## src/hdl/cbrs_pkg.sv

```systemverilog
/*
 * Constants and types shared by the camera boot/reset select block:
 * register offsets, field positions, reset values and timing counts.
 * Assumes a 40 MHz ref_clk and a 32-bit APB register port.
 */
package cbrs_pkg;

	// ----------------------------------------------------------------
	// Clock and timing
	// ----------------------------------------------------------------
	localparam int REF_CLK_HZ = 40000000;
	localparam int REF_CLK_PERIOD_NS = 25;
	// Least low time of a camera reset request, rounded up to cycles
	localparam int RST_REQ_MIN_NS = 500;
	localparam int RST_REQ_MIN_CYC =
		(RST_REQ_MIN_NS + REF_CLK_PERIOD_NS - 1) / REF_CLK_PERIOD_NS;
	// Least time the line is held low after power-up, in cycles
	localparam int PWR_HOLD_NS = 1000;
	localparam int PWR_HOLD_CYC =
		(PWR_HOLD_NS + REF_CLK_PERIOD_NS - 1) / REF_CLK_PERIOD_NS;
	localparam int CNT_W = 8;

	// ----------------------------------------------------------------
	// Register map (byte addresses)
	// ----------------------------------------------------------------
	localparam logic [7:0] CTRL_OFS = 8'h00;
	localparam logic [7:0] STATUS_OFS = 8'h04;
	localparam logic [7:0] RSTCNT_OFS = 8'h08;

	// CTRL fields
	localparam int CTRL_FRAME_VALID_IN_PRESENT_BIT = 0;
	localparam int CTRL_DATA_VALID_IN_PRESENT_BIT = 1;
	localparam int CTRL_PLC_SYNC_BIT = 2;
	localparam logic [2:0] CTRL_RESET = 3'h0;

	// STATUS fields
	localparam int STAT_IMAGE_LSB = 0;
	localparam int STAT_BOOT_DONE_BIT = 2;
	localparam int STAT_IDLE_BIT = 3;
	localparam int STAT_DRIVING_BIT = 4;
	localparam int STAT_LINE_BIT = 5;
	localparam int STAT_RESERVED_BIT = 6;

	// Image select codes
	localparam logic [1:0] IMAGE_BACKUP = 2'h0;
	localparam logic [1:0] IMAGE_MAIN = 2'h3;

	// Synchronised pin group width
	localparam int SYNC_W = 7;

	// Frame, line and data valid travelling together
	typedef struct packed {
		logic frame;
		logic line;
		logic data;
	} cbrs_sync_t;

endpackage : cbrs_pkg

```

## src/hdl/cbrs_top.sv

```systemverilog
/*
 * Camera boot and reset select: shared open-drain power-on reset line,
 * image-select sampling at boot, camera control mapping, sync routing,
 * camera clock enable and an APB register port.
 * Assumes pins arrive asynchronously and a 33.333 MHz clock generator
 * outside this block is gated by sys_clk_out_en.
 */
// The placing of the registers and the APB interface to the registers were decided locally.
`timescale 1ns/10ps
`default_nettype none

module cbrs_top (
	input wire logic ref_clk,
	input wire logic sys_rst,
	// APB slave
	input wire logic psel,
	input wire logic penable,
	input wire logic pwrite,
	input wire logic [7:0] paddr,
	input wire logic [31:0] pwdata,
	output logic [31:0] prdata,
	output logic pready,
	output logic pslverr,
	// Shared open-drain reset line
	input wire logic shared_power_on_reset_n_in,
	output logic shared_power_on_reset_n_out,
	output logic shared_power_on_reset_n_oe,
	input wire logic supplies_good,
	// Image select pins
	input wire logic image_select_bit0,
	input wire logic image_select_bit1,
	output logic boot_image_main,
	output logic boot_image_valid,
	// Controller outputs and camera controls
	input wire logic logic_controller_out_a,
	input wire logic logic_controller_out_b,
	input wire logic logic_controller_out_c,
	input wire logic logic_controller_out_d,
	output logic camera_control_out1,
	output logic camera_control_out2,
	output logic camera_control_out3,
	output logic camera_control_out4,
	// Video sync
	input wire logic frame_valid_in,
	input wire logic line_valid_in,
	input wire logic data_valid_in,
	input wire logic plc_frame_valid,
	input wire logic plc_line_valid,
	output logic acq_frame_valid,
	output logic acq_line_valid,
	output logic acq_data_valid,
	// Device-wide reset effects
	output logic core_idle,
	output logic mem_flush,
	output logic host_drop,
	output logic ip_clear,
	output logic sys_clk_out_en
);

	typedef enum {ST_POWERUP, ST_RUN, ST_IDLE} cbrs_state_t;

	// ----------------------------------------------------------------
	// Pin synchronisers
	// ----------------------------------------------------------------
	logic [cbrs_pkg::SYNC_W-1:0] pins_async;
	logic [cbrs_pkg::SYNC_W-1:0] pins_sync;
	logic line_s;
	logic pgood_s;
	logic [1:0] sel_s;
	cbrs_pkg::cbrs_sync_t cam_s;

	assign pins_async = {shared_power_on_reset_n_in, supplies_good, image_select_bit1,
		image_select_bit0, frame_valid_in, line_valid_in, data_valid_in};

	// Line resets to high so a released line is not seen as a request
	cbrs_sync2 #(
		.WIDTH(cbrs_pkg::SYNC_W),
		.INIT(7'h40)
	) u_sync (
		.ref_clk(ref_clk),
		.sys_rst(sys_rst),
		.async_in(pins_async),
		.sync_out(pins_sync)
	);

	assign line_s = pins_sync[6];
	assign pgood_s = pins_sync[5];
	assign sel_s = pins_sync[4:3];
	assign cam_s = pins_sync[2:0];

	// ----------------------------------------------------------------
	// Reset sequencer
	// ----------------------------------------------------------------
	cbrs_state_t state_r, state_nxt;
	logic [cbrs_pkg::CNT_W-1:0] cnt_r, cnt_nxt;
	logic [1:0] image_r, image_nxt;
	logic boot_done_r, boot_done_nxt;
	logic drive_r, drive_nxt;
	logic flush_r, flush_nxt;
	logic [31:0] rstcnt_r, rstcnt_nxt;
	logic req_seen;

	// A request counts only after the line stays low for the full time
	assign req_seen = (cnt_r >= cbrs_pkg::CNT_W'(cbrs_pkg::RST_REQ_MIN_CYC - 1)) && !line_s;

	always_comb begin
		state_nxt = state_r;
		cnt_nxt = cnt_r;
		image_nxt = image_r;
		boot_done_nxt = boot_done_r;
		drive_nxt = drive_r;
		flush_nxt = 1'b0;
		rstcnt_nxt = rstcnt_r;
		case (state_r)
			ST_POWERUP: begin
				drive_nxt = 1'b1;
				if (cnt_r < cbrs_pkg::CNT_W'(cbrs_pkg::PWR_HOLD_CYC)) begin
					cnt_nxt = cnt_r + 1'b1;
				end else if (pgood_s) begin
					drive_nxt = 1'b0;
					image_nxt = sel_s;
					boot_done_nxt = 1'b1;
					cnt_nxt = '0;
					state_nxt = ST_RUN;
				end
			end
			ST_RUN: begin
				// Low time is measured on the synchronised line only
				if (line_s) begin
					cnt_nxt = '0;
				end else if (req_seen) begin
					state_nxt = ST_IDLE;
					flush_nxt = 1'b1;
					rstcnt_nxt = rstcnt_r + 32'h1;
					cnt_nxt = '0;
				end else begin
					cnt_nxt = cnt_r + 1'b1;
				end
			end
			ST_IDLE: begin
				// Stays idle as long as the camera holds the line
				if (line_s) begin
					state_nxt = ST_RUN;
				end
			end
			default: begin
				state_nxt = ST_POWERUP;
				cnt_nxt = '0;
			end
		endcase
	end

	// Sequencer registers
	always_ff @(posedge ref_clk) begin
		if (sys_rst) begin
			state_r <= ST_POWERUP;
			cnt_r <= '0;
			image_r <= cbrs_pkg::IMAGE_BACKUP;
			boot_done_r <= 1'b0;
			drive_r <= 1'b1;
			flush_r <= 1'b0;
			rstcnt_r <= 32'h0;
		end else begin
			state_r <= state_nxt;
			cnt_r <= cnt_nxt;
			image_r <= image_nxt;
			boot_done_r <= boot_done_nxt;
			drive_r <= drive_nxt;
			flush_r <= flush_nxt;
			rstcnt_r <= rstcnt_nxt;
		end
	end

	// Open drain: the output level is always low, only the enable moves
	assign shared_power_on_reset_n_out = 1'b0;
	assign shared_power_on_reset_n_oe = drive_r;
	assign mem_flush = flush_r;
	assign host_drop = flush_r;
	assign ip_clear = flush_r;

	// ----------------------------------------------------------------
	// Outputs: idle, boot image, controls, sync, clock enable
	// ----------------------------------------------------------------
	logic [2:0] ctrl_r, ctrl_nxt;
	logic idle_nxt;
	logic [3:0] cc_r, cc_nxt;
	cbrs_pkg::cbrs_sync_t acq_r, acq_nxt;
	logic main_r, main_nxt;
	logic valid_r, valid_nxt;
	logic clken_r, clken_nxt;
	logic idle_r;

	always_comb begin
		idle_nxt = (state_nxt != ST_RUN);
		main_nxt = boot_done_nxt && (image_nxt == cbrs_pkg::IMAGE_MAIN);
		valid_nxt = boot_done_nxt && ((image_nxt == cbrs_pkg::IMAGE_MAIN)
			|| (image_nxt == cbrs_pkg::IMAGE_BACKUP));
		// Controls stay low while idle so the camera sees no stray pulses
		cc_nxt = idle_nxt ? 4'h0 : {logic_controller_out_d, logic_controller_out_c,
			logic_controller_out_b, logic_controller_out_a};
		if (ctrl_r[cbrs_pkg::CTRL_PLC_SYNC_BIT]) begin
			acq_nxt.frame = plc_frame_valid;
			acq_nxt.line = plc_line_valid;
		end else begin
			// Missing frame valid is treated as always high
			acq_nxt.frame = ctrl_r[cbrs_pkg::CTRL_FRAME_VALID_IN_PRESENT_BIT] ? cam_s.frame : 1'b1;
			acq_nxt.line = cam_s.line;
		end
		// Missing data valid follows line valid
		acq_nxt.data = ctrl_r[cbrs_pkg::CTRL_DATA_VALID_IN_PRESENT_BIT] ? cam_s.data : acq_nxt.line;
		if (idle_nxt) begin
			acq_nxt = '0;
		end
		clken_nxt = boot_done_nxt;
	end

	// Output registers
	always_ff @(posedge ref_clk) begin
		if (sys_rst) begin
			idle_r <= 1'b1;
			main_r <= 1'b0;
			valid_r <= 1'b0;
			cc_r <= 4'h0;
			acq_r <= '0;
			clken_r <= 1'b0;
		end else begin
			idle_r <= idle_nxt;
			main_r <= main_nxt;
			valid_r <= valid_nxt;
			cc_r <= cc_nxt;
			acq_r <= acq_nxt;
			clken_r <= clken_nxt;
		end
	end

	assign core_idle = idle_r;
	assign boot_image_main = main_r;
	assign boot_image_valid = valid_r;
	assign camera_control_out1 = cc_r[0];
	assign camera_control_out2 = cc_r[1];
	assign camera_control_out3 = cc_r[2];
	assign camera_control_out4 = cc_r[3];
	assign acq_frame_valid = acq_r.frame;
	assign acq_line_valid = acq_r.line;
	assign acq_data_valid = acq_r.data;
	assign sys_clk_out_en = clken_r;

	// ----------------------------------------------------------------
	// APB register port
	// ----------------------------------------------------------------
	logic [31:0] prdata_r, prdata_nxt;
	logic pready_r, pready_nxt;
	logic pslverr_r, pslverr_nxt;
	logic access;
	logic hit;
	logic [31:0] status_w;

	assign access = psel && penable && pready_r;
	assign hit = (paddr == cbrs_pkg::CTRL_OFS) || (paddr == cbrs_pkg::STATUS_OFS)
		|| (paddr == cbrs_pkg::RSTCNT_OFS);

	always_comb begin
		status_w = 32'h0;
		status_w[cbrs_pkg::STAT_IMAGE_LSB +: 2] = image_r;
		status_w[cbrs_pkg::STAT_BOOT_DONE_BIT] = boot_done_r;
		status_w[cbrs_pkg::STAT_IDLE_BIT] = idle_r;
		status_w[cbrs_pkg::STAT_DRIVING_BIT] = drive_r;
		status_w[cbrs_pkg::STAT_LINE_BIT] = line_s;
		status_w[cbrs_pkg::STAT_RESERVED_BIT] = boot_done_r && !valid_r;
		// Answer lands one cycle after setup: no wait states
		pready_nxt = psel && !penable;
		pslverr_nxt = psel && !penable && !hit;
		prdata_nxt = 32'h0;
		if (psel && !penable && !pwrite) begin
			case (paddr)
				cbrs_pkg::CTRL_OFS: prdata_nxt = {29'h0, ctrl_r};
				cbrs_pkg::STATUS_OFS: prdata_nxt = status_w;
				cbrs_pkg::RSTCNT_OFS: prdata_nxt = rstcnt_r;
				default: prdata_nxt = 32'h0;
			endcase
		end
		ctrl_nxt = ctrl_r;
		if (access && pwrite && (paddr == cbrs_pkg::CTRL_OFS)) begin
			ctrl_nxt = pwdata[2:0];
		end
		// Idle reset discards software settings
		if (state_r == ST_IDLE) begin
			ctrl_nxt = cbrs_pkg::CTRL_RESET;
		end
	end

	// Bus registers
	always_ff @(posedge ref_clk) begin
		if (sys_rst) begin
			ctrl_r <= cbrs_pkg::CTRL_RESET;
			prdata_r <= 32'h0;
			pready_r <= 1'b0;
			pslverr_r <= 1'b0;
		end else begin
			ctrl_r <= ctrl_nxt;
			prdata_r <= prdata_nxt;
			pready_r <= pready_nxt;
			pslverr_r <= pslverr_nxt;
		end
	end

	assign prdata = prdata_r;
	assign pready = pready_r;
	assign pslverr = pslverr_r;

endmodule : cbrs_top

`default_nettype wire

```

## src/hdl/cbrs_sync2.sv

```systemverilog
/*
 * Two-flip-flop synchroniser for a bundle of independent level inputs.
 * Assumes each bit is a slow level; no bus coherence across bits.
 */
`timescale 1ns/10ps
`default_nettype none

module cbrs_sync2 #(
	parameter int WIDTH = 1,
	parameter logic [WIDTH-1:0] INIT = '0
) (
	input wire logic ref_clk,
	input wire logic sys_rst,
	input wire logic [WIDTH-1:0] async_in,
	output logic [WIDTH-1:0] sync_out
);

	logic [WIDTH-1:0] meta_r;

	// First stage feeds only the second stage
	always_ff @(posedge ref_clk) begin
		if (sys_rst) begin
			meta_r <= INIT;
			sync_out <= INIT;
		end else begin
			meta_r <= async_in;
			sync_out <= meta_r;
		end
	end

endmodule : cbrs_sync2

`default_nettype wire

```

## config.mk

```make
export PLATFORM = sky130hd
export DESIGN_NAME = cbrs_top
export DESIGN_NICKNAME = d
export VERILOG_FILES = /design/src/hdl/cbrs_pkg.sv /design/src/hdl/cbrs_top.sv /design/src/hdl/cbrs_sync2.sv
export SDC_FILE = /design/constraint.sdc
export NUM_CORES = 1
export LEC_CHECK = 0
export BUFFER_PORTS_ARGS = -buffer_cell sky130_fd_sc_hd__buf_2
export CAP_MARGIN = 20
export CORE_MARGIN = 2
export CORE_UTILIZATION = 40
export CTS_BUF_LIST = sky130_fd_sc_hd__clkbuf_8
export DETAILED_ROUTE_END_ITERATION = 10
export GPL_TIMING_DRIVEN = 0
export PLACE_DENSITY = 0.7
export SETUP_SLACK_MARGIN = 0.4
export SYNTH_ARGS = -nofsm -noshare
export SYNTH_HDL_FRONTEND = slang
export SYNTH_SLANG_ARGS = --single-unit
```

## constraint.sdc

```tcl
create_clock -name ref_clk -period 3.3 [get_ports ref_clk]
set_clock_uncertainty 0.15 [all_clocks]
set_input_delay 0.825 -clock ref_clk [delete_from_list [all_inputs] [get_ports ref_clk]]
set_output_delay 0.825 -clock ref_clk [all_outputs]
set_load 0.005 [all_outputs]
```

==> results by stage <==
Outcome:
- The run finished with clean final reports.

Cells and area:
- The share of post-route cells with drive strength above 1 is 18.9%.
- Compared with the post-synthesis result, the final layout area differs by 24.0%.
- The post-route cell area is 5960 um^2.
- The number of antenna cells inserted is 0.
- The final layout contains 682 nets.

Global routing:
- The first global-routing pass estimated 16000 um of wire.
- Across every metal layer, demand over resource in global routing totals 15.9%.
- The via count of the first global-routing pass is 3589.
- The largest net degree at the start of global routing is 17.
- Summed over all layers, the global routing overflow is 0.
- The initial antenna violation count was 0.

Power and ir drop:
- In this run the static leakage power is 2.41 nW.
- The analysis attributes to net switching a power of 0.000680 W.
- The internal power contribution is 0.00264 W.
- The share of total power dissipated in the clock network is 47.1%.
- The logic gate share of total power is 1.7%.
- The relative contribution of sequential cells to total power is 51.2%.
- Dividing total power by cell area gives a power density of 558 nW/um^2.
- The largest voltage drop on the vdd net is 0.329 mV.
- The proportion of total power due to net switching is 20.5%.

Timing:
- Based on the critical path, the design can be clocked at up to 0.377 GHz.
- The slew of the pin with the lowest slew margin is 0.919 ns.
- The total setup violations reported at the end of the flow is 0.
- The number of max-slew violations in the final report is 0.
- The remaining max-slew budget at the tightest pin is 38.2%.
- After layout, the worst path uses 80.3% of the clock period.
- Setup repair after global routing left no endpoint under its margin.
- The number of failing hold endpoints at the final stage was 0.
- The setup TNS is 0 ns.
- The worst hold slack across all endpoints is 0.263 ns.
- The final critical-path required period is 2.65 ns.

Detailed routing:
- The total via count after detailed routing is 3898.
- Once detail routing completed, the nets flagged for antenna violations numbered 0.
- The number of DRC markers in iteration 0 is 204.
- The first-pass iteration count of the detailed router is 5.
- The final layout contains routed wiring with a total length of 9890 um.
- The post-detailed-route via-to-cell ratio is 4.99.
- The number of design rule violations left after detail routing is 0.
- The average wire length per cell after detail routing is 12.7 um.

Setup path:
- The startpoint kind of the worst setup timing path is a primary input.
- The data arrival time of the critical path is 2.88 ns.
- The setup check on the worst reg-to-reg path leaves a slack of 0.69 ns.
- The type of the worst setup path is in2reg.
- Along the worst path, the maximum fanout reaches 10.
- The endpoint identified for the worst register-to-register timing path is rstcnt_r[30].
- The delay of the slowest cell on the worst path is 0.48 ns.
- For the worst setup path, the data required time is 3.53 ns.
- The worst setup path is captured at a flop.
- The worst reg-to-reg path cell count is 7.
- The signal on the critical path passes through buf_2 -> nor4_1 -> nand2_1 -> or3_1 -> clkbuf_1 -> nor2b_1 -> clkbuf_1 -> and2_1.
- The startpoint identified for the worst register-to-register timing path is rstcnt_r[3].
- The most numerous cell type found on the critical path is clkbuf_1.
- The cell at the slowest stage of the critical path is nor2b_1.

Logic synthesis:
- In this run, synthesis produced a sequential element count of 138.
- The post-synthesis average cell area is 9.70 um^2.
- The largest area contributor in the synthesized netlist is dfxtp_1.
- The library cell with the highest instance count after synthesis is dfxtp_1.
- By count the netlist is led by dfxtp_1, nor2_1, a21oi_1.
- The share of synthesized registers carrying an async set or reset is 0%.
- By area the synthesized netlist is led by dfxtp_1, and2_1, nor2_1, a21oi_1, or3_1.
- The fraction of synthesized cell area taken by the top area cell type is 57.5%.
- The commonest register cell after synthesis is dfxtp_1.
- In this run, synthesis inferred 0 flip-flops with an integrated enable.
- The cell count after synthesis is 495.
- The mapped netlist covers 4800 um^2.
- After synthesis, flip-flops and latches occupy 57.5% of the total area.
- Yosys printed 0 warnings.
- The distinct cell type count of the synthesized netlist is 44.

Clock network:
- The root buffer selected by CTS is clkbuf_8.
- CTS built an H-tree with a depth of 4.
- After clock tree synthesis, the setup repair step added 0 buffers.
- Clock latency on the worst-skew pair, taken at its later pin, is 0.44 ns.
- The total number of clock tree sinks is 138.
- The clock tree buffer depth is 2.
- Buffers inserted during clock tree synthesis total 17.
- After clock tree synthesis, the clock-pin slew on the worst setup and hold paths is 0.08 ns.
- The CTS tree is done.

Placed design:
- The weighted congestion at the end of routability-driven global placement is 0.793.
- The sum of net half-perimeters after detailed placement is 7150 um.
- In this run the cell area measured after placement is 5480 um^2.
- Port buffering added 76 buffers.

Worst hold path:
- For hold timing, the worst endpoint is u_sync.sync_out[6].
- The path class of the lowest-slack min-delay path is reg2reg.
- The startpoint identified for the worst hold timing path is u_sync.meta_r[6].
- The depth of the worst hold-timing path is 1.

Floorplan:
- The core outline area is 11900 um^2.
- The initialized floorplan defines 40 standard-cell rows.
- The I/O pin count is 108.
- The die is 114 um tall.
- The initial utilization of the core area, before any placement, comes to 40.5%.
- From left edge to right edge, the die measures 114 um.
- The floorplan die area is 12900 um^2.

Flow run:
- The number of max-cap violations is 0.
==> cell type report <==
class                      count  area, um^2
inverter                      17        63.8
sequential                   138        2760
clock buffer                  18         248
tap                          147         184
multi-input combinational    348        2000
buffer                        22        95.1
fill                        1107        5900
clock inverter                14         218
timing repair buffer          77         385
==> how the worst max path moves through the flow <==
stage	depth (start not counted)	slack, ns	endpoint	from
2_1_floorplan	7	0.82	prdata[15]	paddr[5]
3_3_place_gp	8	0.19	prdata[7]	paddr[5]
3_5_place_dp	8	0.19	prdata[9]	paddr[5]
4_1_cts	6	0.51	boot_image_valid	state_r[30]
5_1_grt	7	0.46	rstcnt_r[30]	rstcnt_r[3]
6_report	8	0.65	prdata[7]	paddr[5]
==> power by group through the flow <==
stage | registers [W] | clock network (W) | logic, W
2_1_floorplan | 0.00174 | 0 | 0.0000305
3_3_place_gp | 0.00174 | 0 | 0.0000556
3_5_place_dp | 0.00174 | 0 | 0.0000571
4_1_cts | 0.00170 | 0.00161 | 0.0000574
5_1_grt | 0.00170 | 0.00168 | 0.0000666
6_report | 0.00170 | 0.00156 | 0.0000581
==> logic make-up after synthesis <==
group / count (synthesis) / share of synthesized area (%)
AND/OR/NAND/NOR: 214 / 24.5
flip-flops: 138 / 57.5
AO/OA/AOI/OAI: 77 / 9.30
buffers and inverters: 39 / 3.31
XOR/XNOR: 12 / 2.19
multiplexers: 11 / 2.34
adder cells (fa/ha/maj): 3 / 0.782
other: 1 / 0.0781
==> per-stage QoR <==
stage               utilization [%]  setup slack [ns]  instances  power (W)
finish                         50.2             0.649        781    0.00332
global route                   50.2             0.463        781    0.00344
global placement               46.2             0.187        748    0.00179
CTS                            50.1             0.512        780    0.00336
floorplan                         -             0.822        525    0.00177
detailed placement             46.2             0.192        748    0.00180
==> cell usage in the layout (no fill, tap or decap), types with 20 or more instances in the layout <==
cell       n
dfxtp_1  138
buf_2     77
nor2_1    48
a21oi_1   35
conb_1    31
and2_1    29
nand2_1   25
or3_1     23
o21ai_0   22
nor4_1    20
==> repair_timing <==
item,in CTS,in global routing
setup endpoints to repair,0,1
resized for setup,0,1
hold buffers,0,0
==> registers in the layout (all words and copies together) (netlist names), 3 cells and up <==
signal           flops
cc_r                 4
u_sync.sync_out      7
cnt_r                8
u_sync.meta_r        7
rstcnt_r            32
ctrl_r               3
prdata              32
state_r             32
==> critical path, delay by kind of cell <==
kind	cells	cell delay, ns
buffers and inverters	3	0.64
AND/OR/NAND/NOR	5	1.41
==> routing by layer <==
layer,vias to the layer above,global-route usage [%],wire (um)
met2,83,27.3,5130
met3,16,4.36,371
met4,0,7.64,144
li1,1951,-,-
met1,1848,18.2,4250
met5,-,0,0
(Power assumes the default switching activity.)
